### config.mk
export PLATFORM = sky130hd
export DESIGN_NAME = power_stage_config_irq
export DESIGN_NICKNAME = d
export VERILOG_FILES = /design/src/verilog/pwr_stage_pkg.sv /design/src/verilog/power_stage_config_irq.sv /design/src/verilog/power_stage_channel.sv
export VERILOG_INCLUDE_DIRS = /design/src /design/src/verilog
export SDC_FILE = /design/constraint.sdc
export NUM_CORES = 1
export LEC_CHECK = 0
export ABC_AREA = 0
export CORE_MARGIN = 2
export CORE_UTILIZATION = 65
export CTS_CLUSTER_SIZE = 12
export DETAILED_ROUTE_END_ITERATION = 8
export DONT_BUFFER_PORTS = 1
export PLACE_DENSITY_LB_ADDON = 0.3
export RECOVER_POWER = 25
export SKIP_CTS_REPAIR_TIMING = 1
export SYNTH_ARGS = -nofsm -noshare
export SYNTH_HDL_FRONTEND = slang
export SYNTH_SLANG_ARGS = --single-unit
### constraint.sdc
create_clock -name I_CORE_CLK -period 6.6 [get_ports I_CORE_CLK]
set_clock_uncertainty 0.15 [all_clocks]
set_input_delay 0.99 -clock I_CORE_CLK [delete_from_list [all_inputs] [get_ports I_CORE_CLK]]
set_output_delay 0.99 -clock I_CORE_CLK [all_outputs]
set_load 0.005 [all_outputs]
### src/verilog/pwr_stage_regs.svh
// Register offsets, field positions and reset values of the power stage block.
`ifndef PWR_STAGE_REGS_SVH
`define PWR_STAGE_REGS_SVH
`define PWR_ADDR_PIN_EN   8'h00
`define PWR_ADDR_SYNC     8'h04
`define PWR_ADDR_CONFIG   8'h08
`define PWR_ADDR_STATUS   8'h0c
`define PWR_ADDR_MASK     8'h10
`define PWR_CMP_MOD_FIRST 3'h1
`define PWR_CMP_MOD_LAST  3'h3
`define PWR_HIGH_ZERO     24'h000000
`define PWR_LANE_ZERO     2'h0
`define PWR_CFG_LOCK      5
`define PWR_CFG_MODE      4
`define PWR_CFG_POL_B     3
`define PWR_CFG_POL_A     2
`define PWR_IRQ_END       0
`define PWR_IRQ_FLT_LSB   1
`define PWR_IRQ_FLT_MSB   3
`define PWR_RST_BYTE      8'h00
`define PWR_RST_PINS      6'h00
`define PWR_RST_FLAGS     4'h0
`define PWR_RST_WORD      32'h00000000
`endif

### src/verilog/pwr_stage_pkg.sv
// Types shared by the power stage configuration and interrupt logic.
package pwr_stage_pkg;
  typedef struct packed {
    logic [11:0] a_set;
    logic [11:0] a_reset;
    logic [11:0] b_set;
    logic [11:0] b_reset;
  } cmp_t;
  typedef struct packed {
    logic [11:0] count;
    logic        count_up;
    logic        fault_a;
    logic        fault_b;
  } engine_t;
  typedef struct packed {
    logic lock;
    logic mode;
    logic pol_b;
    logic pol_a;
  } gen_cfg_t;
  typedef enum logic [1:0] {
    BUS_IDLE = 2'b01,
    BUS_READ = 2'b10
  } bus_state_t;
endpackage

### src/verilog/power_stage_config_irq.sv
// Register file, update lock, pin routing and interrupts of the power stage.
//
// Contract
// - A match of the counter with the B-reset value raises the end vector.
// - A fault event on any module input raises the separate fault vector.
// - Six enable bits route 0A,0B,1A,1B,2A,2B waveforms to their pins.
// - The sync register holds a two-bit selector per module at 1:0,3:2,5:4.
// - In one-ramp mode codes pick A or B leading or trailing edge events.
// - In centre mode codes 0 and 1 pick A-reset match down or up, 2,3 none.
// - Four 12-bit compare values are compared with the counter all along.
// - Compare writes pass through one shared 8-bit high-byte holder.
// - While locked, compare and pin enable writes wait until unlock.
// - The ramp mode bit picks one-ramp at 0 and centre-aligned at 1.
// - The B polarity bit makes B outputs active high when set.
// - The A polarity bit makes A outputs active high when set.
// - Compare registers are replicated for modules 0, 1 and 2.
// - Fault flags are set by events, cleared by writing one, always read.
// - The end-of-cycle enable bit gates the end of cycle request.
`timescale 1ns/1ps
`include "pwr_stage_regs.svh"
module power_stage_config_irq (
  // Clock and reset
  input  wire logic                        I_CORE_CLK,
  input  wire logic                        I_ARST_N,
  // AHB-Lite slave
  input  wire logic                        I_HSEL,
  input  wire logic [31:0]                 I_HADDR,
  input  wire logic [1:0]                  I_HTRANS,
  input  wire logic                        I_HWRITE,
  input  wire logic [2:0]                  I_HSIZE,
  input  wire logic [31:0]                 I_HWDATA,
  input  wire logic                        I_HREADY,
  output logic                             O_HREADYOUT,
  output logic [31:0]                      O_HRDATA,
  output logic                             O_HRESP,
  // Counter engine state, one entry per module
  input  wire pwr_stage_pkg::engine_t [2:0] I_ENGINE,
  input  wire logic [2:0]                  I_FAULT_EVT,
  // Pins and ADC trigger
  output logic [5:0]                       O_PIN_OE,
  output logic [5:0]                       O_PIN_OUT,
  output logic [2:0]                       O_ADC_SYNC,
  // Interrupts
  output logic                             O_IRQ,
  output logic                             O_IRQ_END,
  output logic                             O_IRQ_FAULT
);

  // ---------------------------------------------------------------
  // Functions
  // ---------------------------------------------------------------

  function automatic logic [11:0] cmp_get(
    input pwr_stage_pkg::cmp_t c,
    input logic [1:0]          f
  );
    logic [11:0] v;
    v = c.a_set;
    unique case (f)
      2'h0: v = c.a_set;
      2'h1: v = c.a_reset;
      2'h2: v = c.b_set;
      2'h3: v = c.b_reset;
    endcase
    return v;
  endfunction

  function automatic pwr_stage_pkg::cmp_t cmp_put(
    input pwr_stage_pkg::cmp_t c,
    input logic [1:0]          f,
    input logic [11:0]         v
  );
    pwr_stage_pkg::cmp_t r;
    r = c;
    unique case (f)
      2'h0: r.a_set   = v;
      2'h1: r.a_reset = v;
      2'h2: r.b_set   = v;
      2'h3: r.b_reset = v;
    endcase
    return r;
  endfunction

  // Compare registers occupy the address blocks of modules 0 to 2.
  function automatic logic is_cmp(input logic [7:0] a);
    return (a[7:5] >= `PWR_CMP_MOD_FIRST) && (a[7:5] <= `PWR_CMP_MOD_LAST);
  endfunction

  function automatic logic [1:0] cmp_mod(input logic [7:0] a);
    return 2'(a[7:5] - `PWR_CMP_MOD_FIRST);
  endfunction

  // ---------------------------------------------------------------
  // State
  // ---------------------------------------------------------------

  pwr_stage_pkg::bus_state_t bus_state;
  logic                      dp_write;
  logic [7:0]                dp_addr;
  logic                      dp_mapped;
  logic                      ap_valid;
  logic                      ap_mapped;
  logic                      wr_en;
  logic [7:0]                wr_byte;
  logic [31:0]               rd_value;

  logic [5:0]                pin_en_prog;
  logic [5:0]                pin_en_act;
  logic [5:0]                sync_sel;
  pwr_stage_pkg::gen_cfg_t   cfg;
  pwr_stage_pkg::cmp_t       cmp_prog [3];
  pwr_stage_pkg::cmp_t       cmp_act [3];
  logic [7:0]                hold;
  logic [3:0]                status;
  logic [3:0]                mask;
  logic [3:0]                next_status;
  logic [3:0]                clr;
  logic [2:0]                end_match;
  logic [2:0]                wave_a;
  logic [2:0]                wave_b;
  logic [2:0]                sync_pulse;

  // ---------------------------------------------------------------
  // Bus slave
  // ---------------------------------------------------------------

  // A transfer is taken only when selected, ready and not idle or busy.
  always_comb begin
    ap_valid  = I_HSEL && I_HREADY && I_HTRANS[1];
    ap_mapped = (I_HADDR[31:8] == `PWR_HIGH_ZERO) &&
                (I_HADDR[1:0] == `PWR_LANE_ZERO);
    wr_en     = dp_write && dp_mapped;
    wr_byte   = I_HWDATA[7:0];
  end

  // Writes never stall; reads take one wait state so that a write in the
  // preceding data phase is already visible.
  always_ff @(posedge I_CORE_CLK or negedge I_ARST_N) begin
    if (!I_ARST_N) begin
      bus_state   <= pwr_stage_pkg::BUS_IDLE;
      dp_write    <= 1'b0;
      dp_addr     <= `PWR_RST_BYTE;
      dp_mapped   <= 1'b0;
      O_HREADYOUT <= 1'b1;
      O_HRDATA    <= `PWR_RST_WORD;
      O_HRESP     <= 1'b0;
    end else begin
      O_HRESP <= 1'b0;
      unique case (bus_state)
        pwr_stage_pkg::BUS_IDLE: begin
          dp_write <= ap_valid && I_HWRITE;
          if (ap_valid) begin
            dp_addr   <= I_HADDR[7:0];
            dp_mapped <= ap_mapped;
          end
          if (ap_valid && !I_HWRITE) begin
            bus_state   <= pwr_stage_pkg::BUS_READ;
            O_HREADYOUT <= 1'b0;
          end
        end
        pwr_stage_pkg::BUS_READ: begin
          dp_write    <= 1'b0;
          O_HRDATA    <= dp_mapped ? rd_value : `PWR_RST_WORD;
          O_HREADYOUT <= 1'b1;
          bus_state   <= pwr_stage_pkg::BUS_IDLE;
        end
      endcase
    end
  end

  // Read data is formed from the address held since the address phase.
  always_comb begin
    logic [11:0] v;
    v        = cmp_get(cmp_prog[0], 2'h0);
    rd_value = `PWR_RST_WORD;
    unique case (dp_addr)
      `PWR_ADDR_PIN_EN: rd_value = {26'h0, pin_en_prog};
      `PWR_ADDR_SYNC:   rd_value = {26'h0, sync_sel};
      `PWR_ADDR_CONFIG: rd_value = {26'h0, cfg, 2'h0};
      `PWR_ADDR_STATUS: rd_value = {28'h0, status};
      `PWR_ADDR_MASK:   rd_value = {28'h0, mask};
      default: begin
        if (is_cmp(dp_addr)) begin
          v = cmp_get(cmp_prog[cmp_mod(dp_addr)], dp_addr[4:3]);
          rd_value = dp_addr[2] ? {28'h0, v[11:8]} : {24'h0, v[7:0]};
        end
      end
    endcase
  end

  // ---------------------------------------------------------------
  // Configuration registers
  // ---------------------------------------------------------------

  always_ff @(posedge I_CORE_CLK or negedge I_ARST_N) begin
    if (!I_ARST_N) begin
      pin_en_prog <= `PWR_RST_PINS;
      sync_sel    <= `PWR_RST_PINS;
      cfg         <= `PWR_RST_FLAGS;
      mask        <= `PWR_RST_FLAGS;
    end else if (wr_en) begin
      if (dp_addr == `PWR_ADDR_PIN_EN) begin
        pin_en_prog <= wr_byte[5:0];
      end
      if (dp_addr == `PWR_ADDR_SYNC) begin
        sync_sel <= wr_byte[5:0];
      end
      if (dp_addr == `PWR_ADDR_CONFIG) begin
        cfg.lock  <= wr_byte[`PWR_CFG_LOCK];
        cfg.mode  <= wr_byte[`PWR_CFG_MODE];
        cfg.pol_b <= wr_byte[`PWR_CFG_POL_B];
        cfg.pol_a <= wr_byte[`PWR_CFG_POL_A];
      end
      if (dp_addr == `PWR_ADDR_MASK) begin
        mask <= wr_byte[3:0];
      end
    end
  end

  // ---------------------------------------------------------------
  // Compare registers and shared high byte
  // ---------------------------------------------------------------

  // The high byte waits here until the low byte of a compare arrives.
  always_ff @(posedge I_CORE_CLK or negedge I_ARST_N) begin
    if (!I_ARST_N) begin
      hold <= `PWR_RST_BYTE;
    end else if (wr_en && is_cmp(dp_addr) && dp_addr[2]) begin
      hold <= wr_byte;
    end
  end

  // The low byte write commits the held high byte in the same edge.
  always_ff @(posedge I_CORE_CLK or negedge I_ARST_N) begin
    if (!I_ARST_N) begin
      for (int m = 0; m < 3; m++) begin
        cmp_prog[m] <= '0;
      end
    end else if (wr_en && is_cmp(dp_addr) && !dp_addr[2]) begin
      cmp_prog[cmp_mod(dp_addr)] <= cmp_put(cmp_prog[cmp_mod(dp_addr)],
        dp_addr[4:3], {hold[3:0], wr_byte});
    end
  end

  // Shadow copies seen by the generator follow only while unlocked.
  always_ff @(posedge I_CORE_CLK or negedge I_ARST_N) begin
    if (!I_ARST_N) begin
      for (int m = 0; m < 3; m++) begin
        cmp_act[m] <= '0;
      end
      pin_en_act <= `PWR_RST_PINS;
    end else if (!cfg.lock) begin
      for (int m = 0; m < 3; m++) begin
        cmp_act[m] <= cmp_prog[m];
      end
      pin_en_act <= pin_en_prog;
    end
  end

  // ---------------------------------------------------------------
  // Generator modules
  // ---------------------------------------------------------------

  for (genvar g = 0; g < 3; g++) begin : gen_mod
    power_stage_channel u_channel (
      .clk        (I_CORE_CLK),
      .rst_n      (I_ARST_N),
      .i_eng      (I_ENGINE[g]),
      .i_cmp      (cmp_act[g]),
      .i_mode     (cfg.mode),
      .i_pol_a    (cfg.pol_a),
      .i_pol_b    (cfg.pol_b),
      .i_sync_sel (sync_sel[2*g +: 2]),
      .o_wave_a   (wave_a[g]),
      .o_wave_b   (wave_b[g]),
      .o_sync     (sync_pulse[g]),
      .o_end      (end_match[g])
    );
  end

  // ---------------------------------------------------------------
  // Pin routing
  // ---------------------------------------------------------------

  // Pin enables follow the shadow copy, so the lock also holds the pins.
  always_ff @(posedge I_CORE_CLK or negedge I_ARST_N) begin
    if (!I_ARST_N) begin
      O_PIN_OE <= `PWR_RST_PINS;
    end else begin
      O_PIN_OE <= pin_en_act;
    end
  end

  // Waveform and sync outputs are the flip-flops of the channels.
  assign O_PIN_OUT  = {wave_b[2], wave_a[2], wave_b[1], wave_a[1],
                       wave_b[0], wave_a[0]};
  assign O_ADC_SYNC = sync_pulse;

  // ---------------------------------------------------------------
  // Interrupts
  // ---------------------------------------------------------------

  // A new event in the clearing cycle keeps its flag set.
  always_comb begin
    clr = `PWR_RST_FLAGS;
    if (wr_en && (dp_addr == `PWR_ADDR_STATUS)) begin
      clr = wr_byte[3:0];
    end
    next_status = status & ~clr;
    next_status[`PWR_IRQ_END] = next_status[`PWR_IRQ_END] |
                                (|end_match);
    next_status[`PWR_IRQ_FLT_MSB:`PWR_IRQ_FLT_LSB] =
      next_status[`PWR_IRQ_FLT_MSB:`PWR_IRQ_FLT_LSB] | I_FAULT_EVT;
  end

  always_ff @(posedge I_CORE_CLK or negedge I_ARST_N) begin
    if (!I_ARST_N) begin
      status <= `PWR_RST_FLAGS;
    end else begin
      status <= next_status;
    end
  end

  // Each interrupt output is a flip-flop, one edge behind its flags.
  always_ff @(posedge I_CORE_CLK or negedge I_ARST_N) begin
    if (!I_ARST_N) begin
      O_IRQ_END   <= 1'b0;
      O_IRQ_FAULT <= 1'b0;
      O_IRQ       <= 1'b0;
    end else begin
      O_IRQ_END   <= status[`PWR_IRQ_END] && mask[`PWR_IRQ_END];
      O_IRQ_FAULT <= |(status[`PWR_IRQ_FLT_MSB:`PWR_IRQ_FLT_LSB] &
                       mask[`PWR_IRQ_FLT_MSB:`PWR_IRQ_FLT_LSB]);
      O_IRQ       <= |(status & mask);
    end
  end

endmodule

### src/verilog/power_stage_channel.sv
// One generator module: compare matches, waveforms A and B, ADC sync pulse.
`timescale 1ns/1ps
module power_stage_channel (
  // Clock and reset
  input  wire logic                 clk,
  input  wire logic                 rst_n,
  // Engine state and settings
  input  wire pwr_stage_pkg::engine_t i_eng,
  input  wire pwr_stage_pkg::cmp_t    i_cmp,
  input  wire logic                 i_mode,
  input  wire logic                 i_pol_a,
  input  wire logic                 i_pol_b,
  input  wire logic [1:0]           i_sync_sel,
  // Results
  output logic                      o_wave_a,
  output logic                      o_wave_b,
  output logic                      o_sync,
  output logic                      o_end
);
  logic m_sa;
  logic m_ra;
  logic m_sb;
  logic m_rb;
  logic raw_a;
  logic raw_b;
  logic next_a;
  logic next_b;
  logic next_sync;

  always_comb begin
    m_sa = (i_eng.count == i_cmp.a_set);
    m_ra = (i_eng.count == i_cmp.a_reset);
    m_sb = (i_eng.count == i_cmp.b_set);
    m_rb = (i_eng.count == i_cmp.b_reset);
    next_a = raw_a;
    next_b = raw_b;
    if (i_mode) begin
      // Centre mode uses the A-set value on both slopes of the ramp.
      if (i_eng.fault_a || (m_sa && !i_eng.count_up)) begin
        next_a = 1'b0;
      end else if (m_sa && i_eng.count_up) begin
        next_a = 1'b1;
      end
    end else if (i_eng.fault_a || m_ra) begin
      next_a = 1'b0;
    end else if (m_sa) begin
      next_a = 1'b1;
    end
    if (i_eng.fault_b || m_rb) begin
      next_b = 1'b0;
    end else if (m_sb) begin
      next_b = 1'b1;
    end
    next_sync = 1'b0;
    if (i_mode) begin
      unique case (i_sync_sel)
        2'h0: next_sync = m_ra && !i_eng.count_up;
        2'h1: next_sync = m_ra && i_eng.count_up;
        2'h2: next_sync = 1'b0;
        2'h3: next_sync = 1'b0;
      endcase
    end else begin
      unique case (i_sync_sel)
        2'h0: next_sync = m_sa;
        2'h1: next_sync = m_ra || i_eng.fault_a;
        2'h2: next_sync = m_sb;
        2'h3: next_sync = m_rb || i_eng.fault_b;
      endcase
    end
  end

  always_ff @(posedge clk or negedge rst_n) begin
    if (!rst_n) begin
      raw_a    <= 1'b0;
      raw_b    <= 1'b0;
      o_wave_a <= 1'b0;
      o_wave_b <= 1'b0;
      o_sync   <= 1'b0;
      o_end    <= 1'b0;
    end else begin
      raw_a    <= next_a;
      raw_b    <= next_b;
      o_wave_a <= i_pol_a ? next_a : ~next_a;
      o_wave_b <= i_pol_b ? next_b : ~next_b;
      o_sync   <= next_sync;
      o_end    <= m_rb;
    end
  end
endmodule

## Word-level counts from Yosys, hierarchy flattened

Cells that the tools add are included.

- Bitwise gates (word level): 13
- Add/sub/neg operators: 1
- Equal/unequal tests: 31
- Reductions and logical operators: 57
- $mul: 0
- Mux-type cells: 61
- Shifts and indexed selects: 0
- Div/mod/pow operators: 0
- Order comparisons: 4

Operators by type and width:

| operator | number |
|---|---|
| bitwise mux 144 bit | 1 |
| == test 12 bit | 12 |
| two-way mux 48 bit | 3 |
| binary-select mux 48 bit (select 2 bit) | 1 |
| demux 48 bit (select 2 bit) | 1 |
| two-way mux 12 bit | 8 |
| one-hot mux 12 bit (4 select lines) | 1 |
| one-hot mux 8 bit (5 select lines) | 1 |
| two-way mux 32 bit | 1 |
| two-way mux 1 bit | 31 |
| logical AND 1 bit | 25 |
| zero test 24 bit | 1 |
| == test 2 bit, second input constant | 9 |
| == test 8 x 4 -> 1 bit, second input constant | 2 |
| two-way mux 8 bit | 2 |
| one-hot mux 1 bit (4 select lines) | 3 |
| == test 2 x 1 -> 1 bit, second input constant | 5 |
| zero test 2 bit | 5 |
| AND reduction 2 bit | 5 |
| logical OR 1 bit | 9 |
| one-hot mux 1 bit (3 select lines) | 3 |
| bitwise AND 4 bit | 2 |
| == test 8 x 3 -> 1 bit, second input constant | 1 |
| == test 8 x 5 -> 1 bit, second input constant | 1 |
| other kinds (21) | 34 |

- Memory bits (read-only): 0
- Output and inout port bits: 52
- Memories kept: 0
- Bits in registers: 394
- Latch bits: 0
- Bits in writable memories: 0

## Logic depth before layout (Yosys ltp)

- Word-level depth: 10
- Mapped depth: 12
- Gate-level depth less buffers: 7

## Modules after synthesis

Synthesis repeated with hierarchy kept, for this count alone.

- Cell total of the unflattened synthesis: 1391
- Area total of the unflattened synthesis: 17828.3 µm²

By module, submodules not included:

| module | seq. area each (µm²) | cells an instance | area an instance (µm²) | instances |
|---|---|---|---|---|
| power_stage_config_irq | 8784.7 | 1130 | 15463.6 | 1 |
| power_stage_channel | 150.1 | 87 | 788.3 | 3 |

## Least setup slack after synthesis

Ideal clock, no wire load.

- Path kind: register to register
- From: register dp_addr[5]
- To: register cmp_prog[38] (netlist name)
- Period minus slack after synthesis: 3.027 ns
- Buffers on the path: 5
- Required time: 6.325 ns
- Data arrival time: 2.752 ns
- Stages on the path, launching flop included: 12
- Path slack: 3.573 ns
- Cell sequence: dfrtp_1 buf_2 clkinv_1 clkbuf_1 ha_1 buf_2 buf_2 buf_2 mux2_2 a221oi_1 nor2_1 mux2_2

- Cells in the longest elaborated chain, start to end: 8
- Elaborated cells between the ends (all ways): 18
- Classes of those cells: add/sub (1); order compare (4); mux (8); bitwise (1); reduce/logical (4)

Ends and longest elaborated chain:

| what | RTL line | text |
|---|---|---|
| from (decl) | power_stage_config_irq.sv:99 | `logic [7:0] dp_addr;` |
| from (signal assigned) | power_stage_config_irq.sv:142 | `` dp_addr <= `PWR_RST_BYTE; `` |
| from (signal assigned) | power_stage_config_irq.sv:153 | `dp_addr <= I_HADDR[7:0];` |
| subtractor 2 x 1 -> 2 bit (no source line) | n/a |  |
| NOT 2 -> 3 bit (implied by the code) | power_stage_config_irq.sv:240 | `cmp_prog[cmp_mod(dp_addr)] <= cmp_put(cmp_prog[cmp_mod(dp_addr)],` |
| binary-select mux 48 bit (select 2 bit) | power_stage_config_irq.sv:240 |  |
| two-way mux 48 bit (implied by the code) (2 in a row) | power_stage_config_irq.sv:240 |  |
| two-way mux 12 bit | power_stage_config_irq.sv:75 | `unique case (f)` |
| two-way mux 12 bit | power_stage_config_irq.sv:239 | `end else if (wr_en && is_cmp(dp_addr) && !dp_addr[2]) begin` |
| bitwise mux 144 bit | power_stage_config_irq.sv:240 |  |
| to (signal, indexed assignment) | power_stage_config_irq.sv:240 |  |
| to (decl) | power_stage_config_irq.sv:111 | `pwr_stage_pkg::cmp_t cmp_prog [3];` |

Several ways; a longest one is shown, not always the timed one. The select of a mux whose other input is x is not followed.
A chain may end at the register's enable or synchronous reset.

## Final worst setup path

- From: register dp_addr[5]
- To: register O_HRDATA[3]

- Cells in the longest elaborated chain, start to end: 10
- Elaborated cells between the ends (all ways): 18
- Classes of those cells: add/sub (1); order compare (2); eq/ne (4); mux (8); bitwise (1); reduce/logical (2)

Ends and longest elaborated chain:

| what | RTL line | text |
|---|---|---|
| subtractor 2 x 1 -> 2 bit (no source line) | n/a |  |
| NOT 2 -> 3 bit (implied by the code) | power_stage_config_irq.sv:184 | `v = cmp_get(cmp_prog[cmp_mod(dp_addr)], dp_addr[4:3]);` |
| binary-select mux 48 bit (select 2 bit) | power_stage_config_irq.sv:184 |  |
| two-way mux 48 bit (implied by the code) (2 in a row) | power_stage_config_irq.sv:184 |  |
| one-hot mux 12 bit (4 select lines) | power_stage_config_irq.sv:59 | `unique case (f)` |
| two-way mux 8 bit | power_stage_config_irq.sv:185 | `rd_value = dp_addr[2] ? {28'h0, v[11:8]} : {24'h0, v[7:0]};` |
| two-way mux 8 bit | power_stage_config_irq.sv:183 | `if (is_cmp(dp_addr)) begin` |
| one-hot mux 8 bit (5 select lines) * | power_stage_config_irq.sv:176 | `unique case (dp_addr)` |
| two-way mux 32 bit (no source line) * | n/a |  |
| to (signal assigned) | power_stage_config_irq.sv:145 | `` O_HRDATA <= `PWR_RST_WORD; `` |
| to (signal assigned) | power_stage_config_irq.sv:163 | `` O_HRDATA <= dp_mapped ? rd_value : `PWR_RST_WORD; `` |
| to (decl) | power_stage_config_irq.sv:34 | `output logic [31:0] O_HRDATA,` |

Mark *: on every way between the ends. The rest lies on a longest branch, timed or not. The select of a mux whose other input is x is not followed.

==> summary by stage <==
Global route
The number of antenna violations at the first check in global routing came to 0. The first global-routing pass estimated 73.71 mm of wire. The total congestion overflow is 0. The aggregate global-route resource usage is 34.38%.

Entering global routing, the biggest net connects 370 pins. The number of global-route vias before repair is 12080.

Drt
The first routing iteration left 1180 violations. Using the TritonRoute via totals, the vias-per-cell ratio works out to 6.592. Dividing the detail-routed wire length by the instance count gives 27.36 um. The detail route stage leaves a number of antenna-violating nets equal to 0. For this run, the detailed router's first-pass iteration total came to 6. Detailed routing inserted a total of 11990 vias. The residual DRC count is 0. The detailed-route wire length is 49.76 mm.

Floorplan
The vertical extent of the die is 171.8 um. The starting utilization of the core area is 65.91%. The die width is 171.8 um. The core region is 27780 um^2. The floorplan step defined a die boundary enclosing 29530 um^2.

In this run the count of I/O pins placed on the die edge is 174. The row count is 61.

Timing
The maximum frequency from static timing analysis is 0.2577 GHz. Setup violations remaining at the end of the flow were counted as 0. The clock period minus worst slack is 3.880 ns.

The post-route clock period utilization is 58.79%. The number of hold violations in the final report is 0. The final number of max-transition violations is 0.

The worst max-slew margin expressed relative to the limit is 18.85%. Setup repair after global routing left no endpoint under its margin. The sum of negative setup slack is 0 ns. The slew at the pin closest to its max-slew limit is 1.217 ns. Setup slack closes at 2.720 ns.

Clocking
The number of H-tree levels is 2. CTS saw 369 sinks. After clock tree synthesis, the clock-pin slew on the worst setup and hold paths is 0.06 ns.

The number of CTS-inserted buffers is 40. For the worst-skew pair, the clock arrives at the later sink with an insertion delay of 0.53 ns. In this run the clock root is driven by a clkbuf_16. Counting along the longest clock path gives a buffer depth of 3.

TritonCTS built the clock tree.

Final layout
In the final layout, the multi-input gates occupy 8367 um^2. The sequential cell area in the final layout is 9240 um^2. The area growth from synthesis to layout is 6.314%. The total of fill cells in the finished design is 2007. The share of final-layout standard cells stronger than drive strength 1 is 32.01%. The net total in the final layout is 1541.

Logic synthesis
The Yosys step of the flow raised 0 warnings. The flip-flop and latch count after synthesis is 369. Summing the areas of all fa, ha and maj instances in the mapped netlist gives 0.2050% of the synthesized area.

The post-synthesis compound-gate area fraction is 6.813%. The multiplexer area fraction after synthesis is 24.29%. In this run the mean area of a mapped cell was 12.34 um^2. The synthesized netlist contains 63 unique library cells. The share of the Yosys chip area taken by registers is 50.44%. Yosys mapped a number of flops with a built-in enable equal to 0. The synthesized netlist devotes 7.319% of its cell area to XOR and XNOR gates.

The synthesized instance count is 1484. After synthesis, the most frequently instantiated cells are 371 x mux2_2, 368 x dfrtp_1, 150 x xnor2_1, 69 x clkbuf_1, 53 x nor2_1. The top cell type by area accounts for 50.29% of the synthesized area. The cell type with the highest aggregate area in the netlist is dfrtp_1. Counting flops with an async set or reset pin after synthesis yields a share of 100.0%. By area the synthesized netlist is led by dfrtp_1 50%, mux2_2 23%, xnor2_1 7.2%.

The post-synthesis share of cell area spent on and, or, nand and nor gates is 6.464%. For this run, the leading register cell type out of synthesis is dfrtp_1. The combinational family with the most area after synthesis is multiplexers. The leading cell type by number of instances after synthesis is mux2_2. The mapped netlist covers 18310 um^2.

Worst setup path
The startpoint class of the critical path is a flop. STA puts the critical path data required time at 6.92 ns. The type of destination of the critical path is a flop. The critical path is of the reg -> reg type. The worst register-to-register path begins at dp_addr[5]. Setup slack on the worst reg-to-reg path comes out at 2.72 ns. The most critical setup path has its startpoint at dp_addr[5]. The largest fanout on the critical path is 32. The capture point of the worst reg-to-reg path is O_HRDATA[3]. The cell depth of the worst flop-to-flop path is 9. Data arrives at the worst endpoint at 4.20 ns.

Place
The final estimated routing congestion in global placement is 0.8908. Input and output buffers added on the ports amount to 0. The half-perimeter wire length of the detailed placement result is 34.14 mm. Timing analysis after detailed placement gives a worst setup slack of 2.897 ns.

Pwr
The reported leakage power is 8.342 nW. The worst-case IR drop observed on VDD is 0.0002668 V. For this design the ratio of total power to cell area is 332.3 nW/um^2.

Flow run
The tool flagged a number of max-cap violations equal to 0.

Min path
The worst hold path belongs to the class in -> async.

Run status
The flow ran to the end, and the final reports show no timing, DRC or antenna violations.
-- layer usage --
metal / GRT usage (%) / share of wire (%)
met1: 44.10 / 38
met5: 0 / 0
met2: 54.04 / 46
met4: 22.40 / 7.5
met3: 6.190 / 8.9
-- registers in the layout, indices dropped and copies added (netlist names), 6 cells and up --
signal       cells
cmp_prog       144
dp_addr          8
cmp_act        144
pin_en_act       6
sync_sel         6
pin_en_prog      6
O_HRDATA         8
O_PIN_OE         6
-- worst max path at each step --
stage,cells past startpoint,slack [ns],end
after floorplan,11,3.57,cmp_prog[38]
after global placement,9,2.92,O_HRDATA[3]
after detailed placement,7,2.90,cmp_prog[21]
after CTS,9,2.84,O_HRDATA[4]
after global routing,9,2.66,O_HRDATA[3]
final,9,2.72,O_HRDATA[3]
-- cells by family after synthesis --
family	Yosys count
mux	393
other cells	1
flops	369
buf+inv	170
xor+xnor	153
fa+ha+maj	3
compound gates	177
simple gates	218
-- area by class of cell --
| cell class | count | area share, % |
|---|---|---|
| inverter | 20 | 0.3857 |
| multi-input combinational | 969 | 42.98 |
| antenna | 1 | 0.01286 |
| timing repair buffer | 16 | 0.6170 |
| clock inverter | 4 | 0.1221 |
| clock buffer | 62 | 5.984 |
| sequential | 369 | 47.47 |
| tap | 378 | 2.430 |
-- through the flow --
step	hold slack [ns]	total power, mW	util (%)	cell area (um^2)	instances
finish	0.01991	6.468	70.07	19470	1819
floorplan	0.1986	3.807	-	18400	1508
global placement	0.2068	4.278	65.78	18280	1752
detailed placement	0.2085	4.312	65.78	18280	1752
CTS	0.001926	6.404	70.06	19460	1818
global route	0.004583	6.682	70.06	19460	1818
-- critical path, stage by stage, from the launching register on --
cell and delay [ns]:
dfrtp_2 0.41, clkinv_1 0.04, buf_4 0.27, ha_2 0.66, nor2_4 0.79, buf_4 0.43
a22oi_1 0.19, a221oi_1 0.58, o22ai_1 0.16, nor2_1 0.11
-- cells in the final DEF (no fill, tap or decap), types with 4 or more instances in the layout --
cell,Yosys,layout
nor2b_1,6,6
clkbuf_1,69,15
and2_1,8,7
nand3_1,9,9
nor4_1,9,9
or4_1,5,5
nand2_1,45,43
mux4_2,4,4
a211oi_1,5,5
o31ai_1,8,8
o211ai_1,6,6
clkbuf_16,0,41
a21oi_1,28,28
nor3b_1,10,10
a21o_1,7,7
nor3_1,7,7
nand4_1,37,37
clkbuf_8,0,6
nor2_1,53,52
conb_1,1,25
buf_4,35,16
dfrtp_1,368,366
mux2_2,371,371
nand2b_1,11,11
or3_1,4,4
a22oi_1,20,20
o21ai_0,33,33
o221ai_1,4,4
mux2i_1,18,18
xnor2_1,150,150
a31oi_1,10,10
a221oi_1,28,28
inv_1,19,19
-- where the power goes --
group / internal (mW) / switching (mW)
sequential: 2.35 / 0.0662
combinational: 0.686 / 1.29
clock: 1.21 / 0.878
total: 4.24 / 2.23
Power figures use the tool's default switching activity.
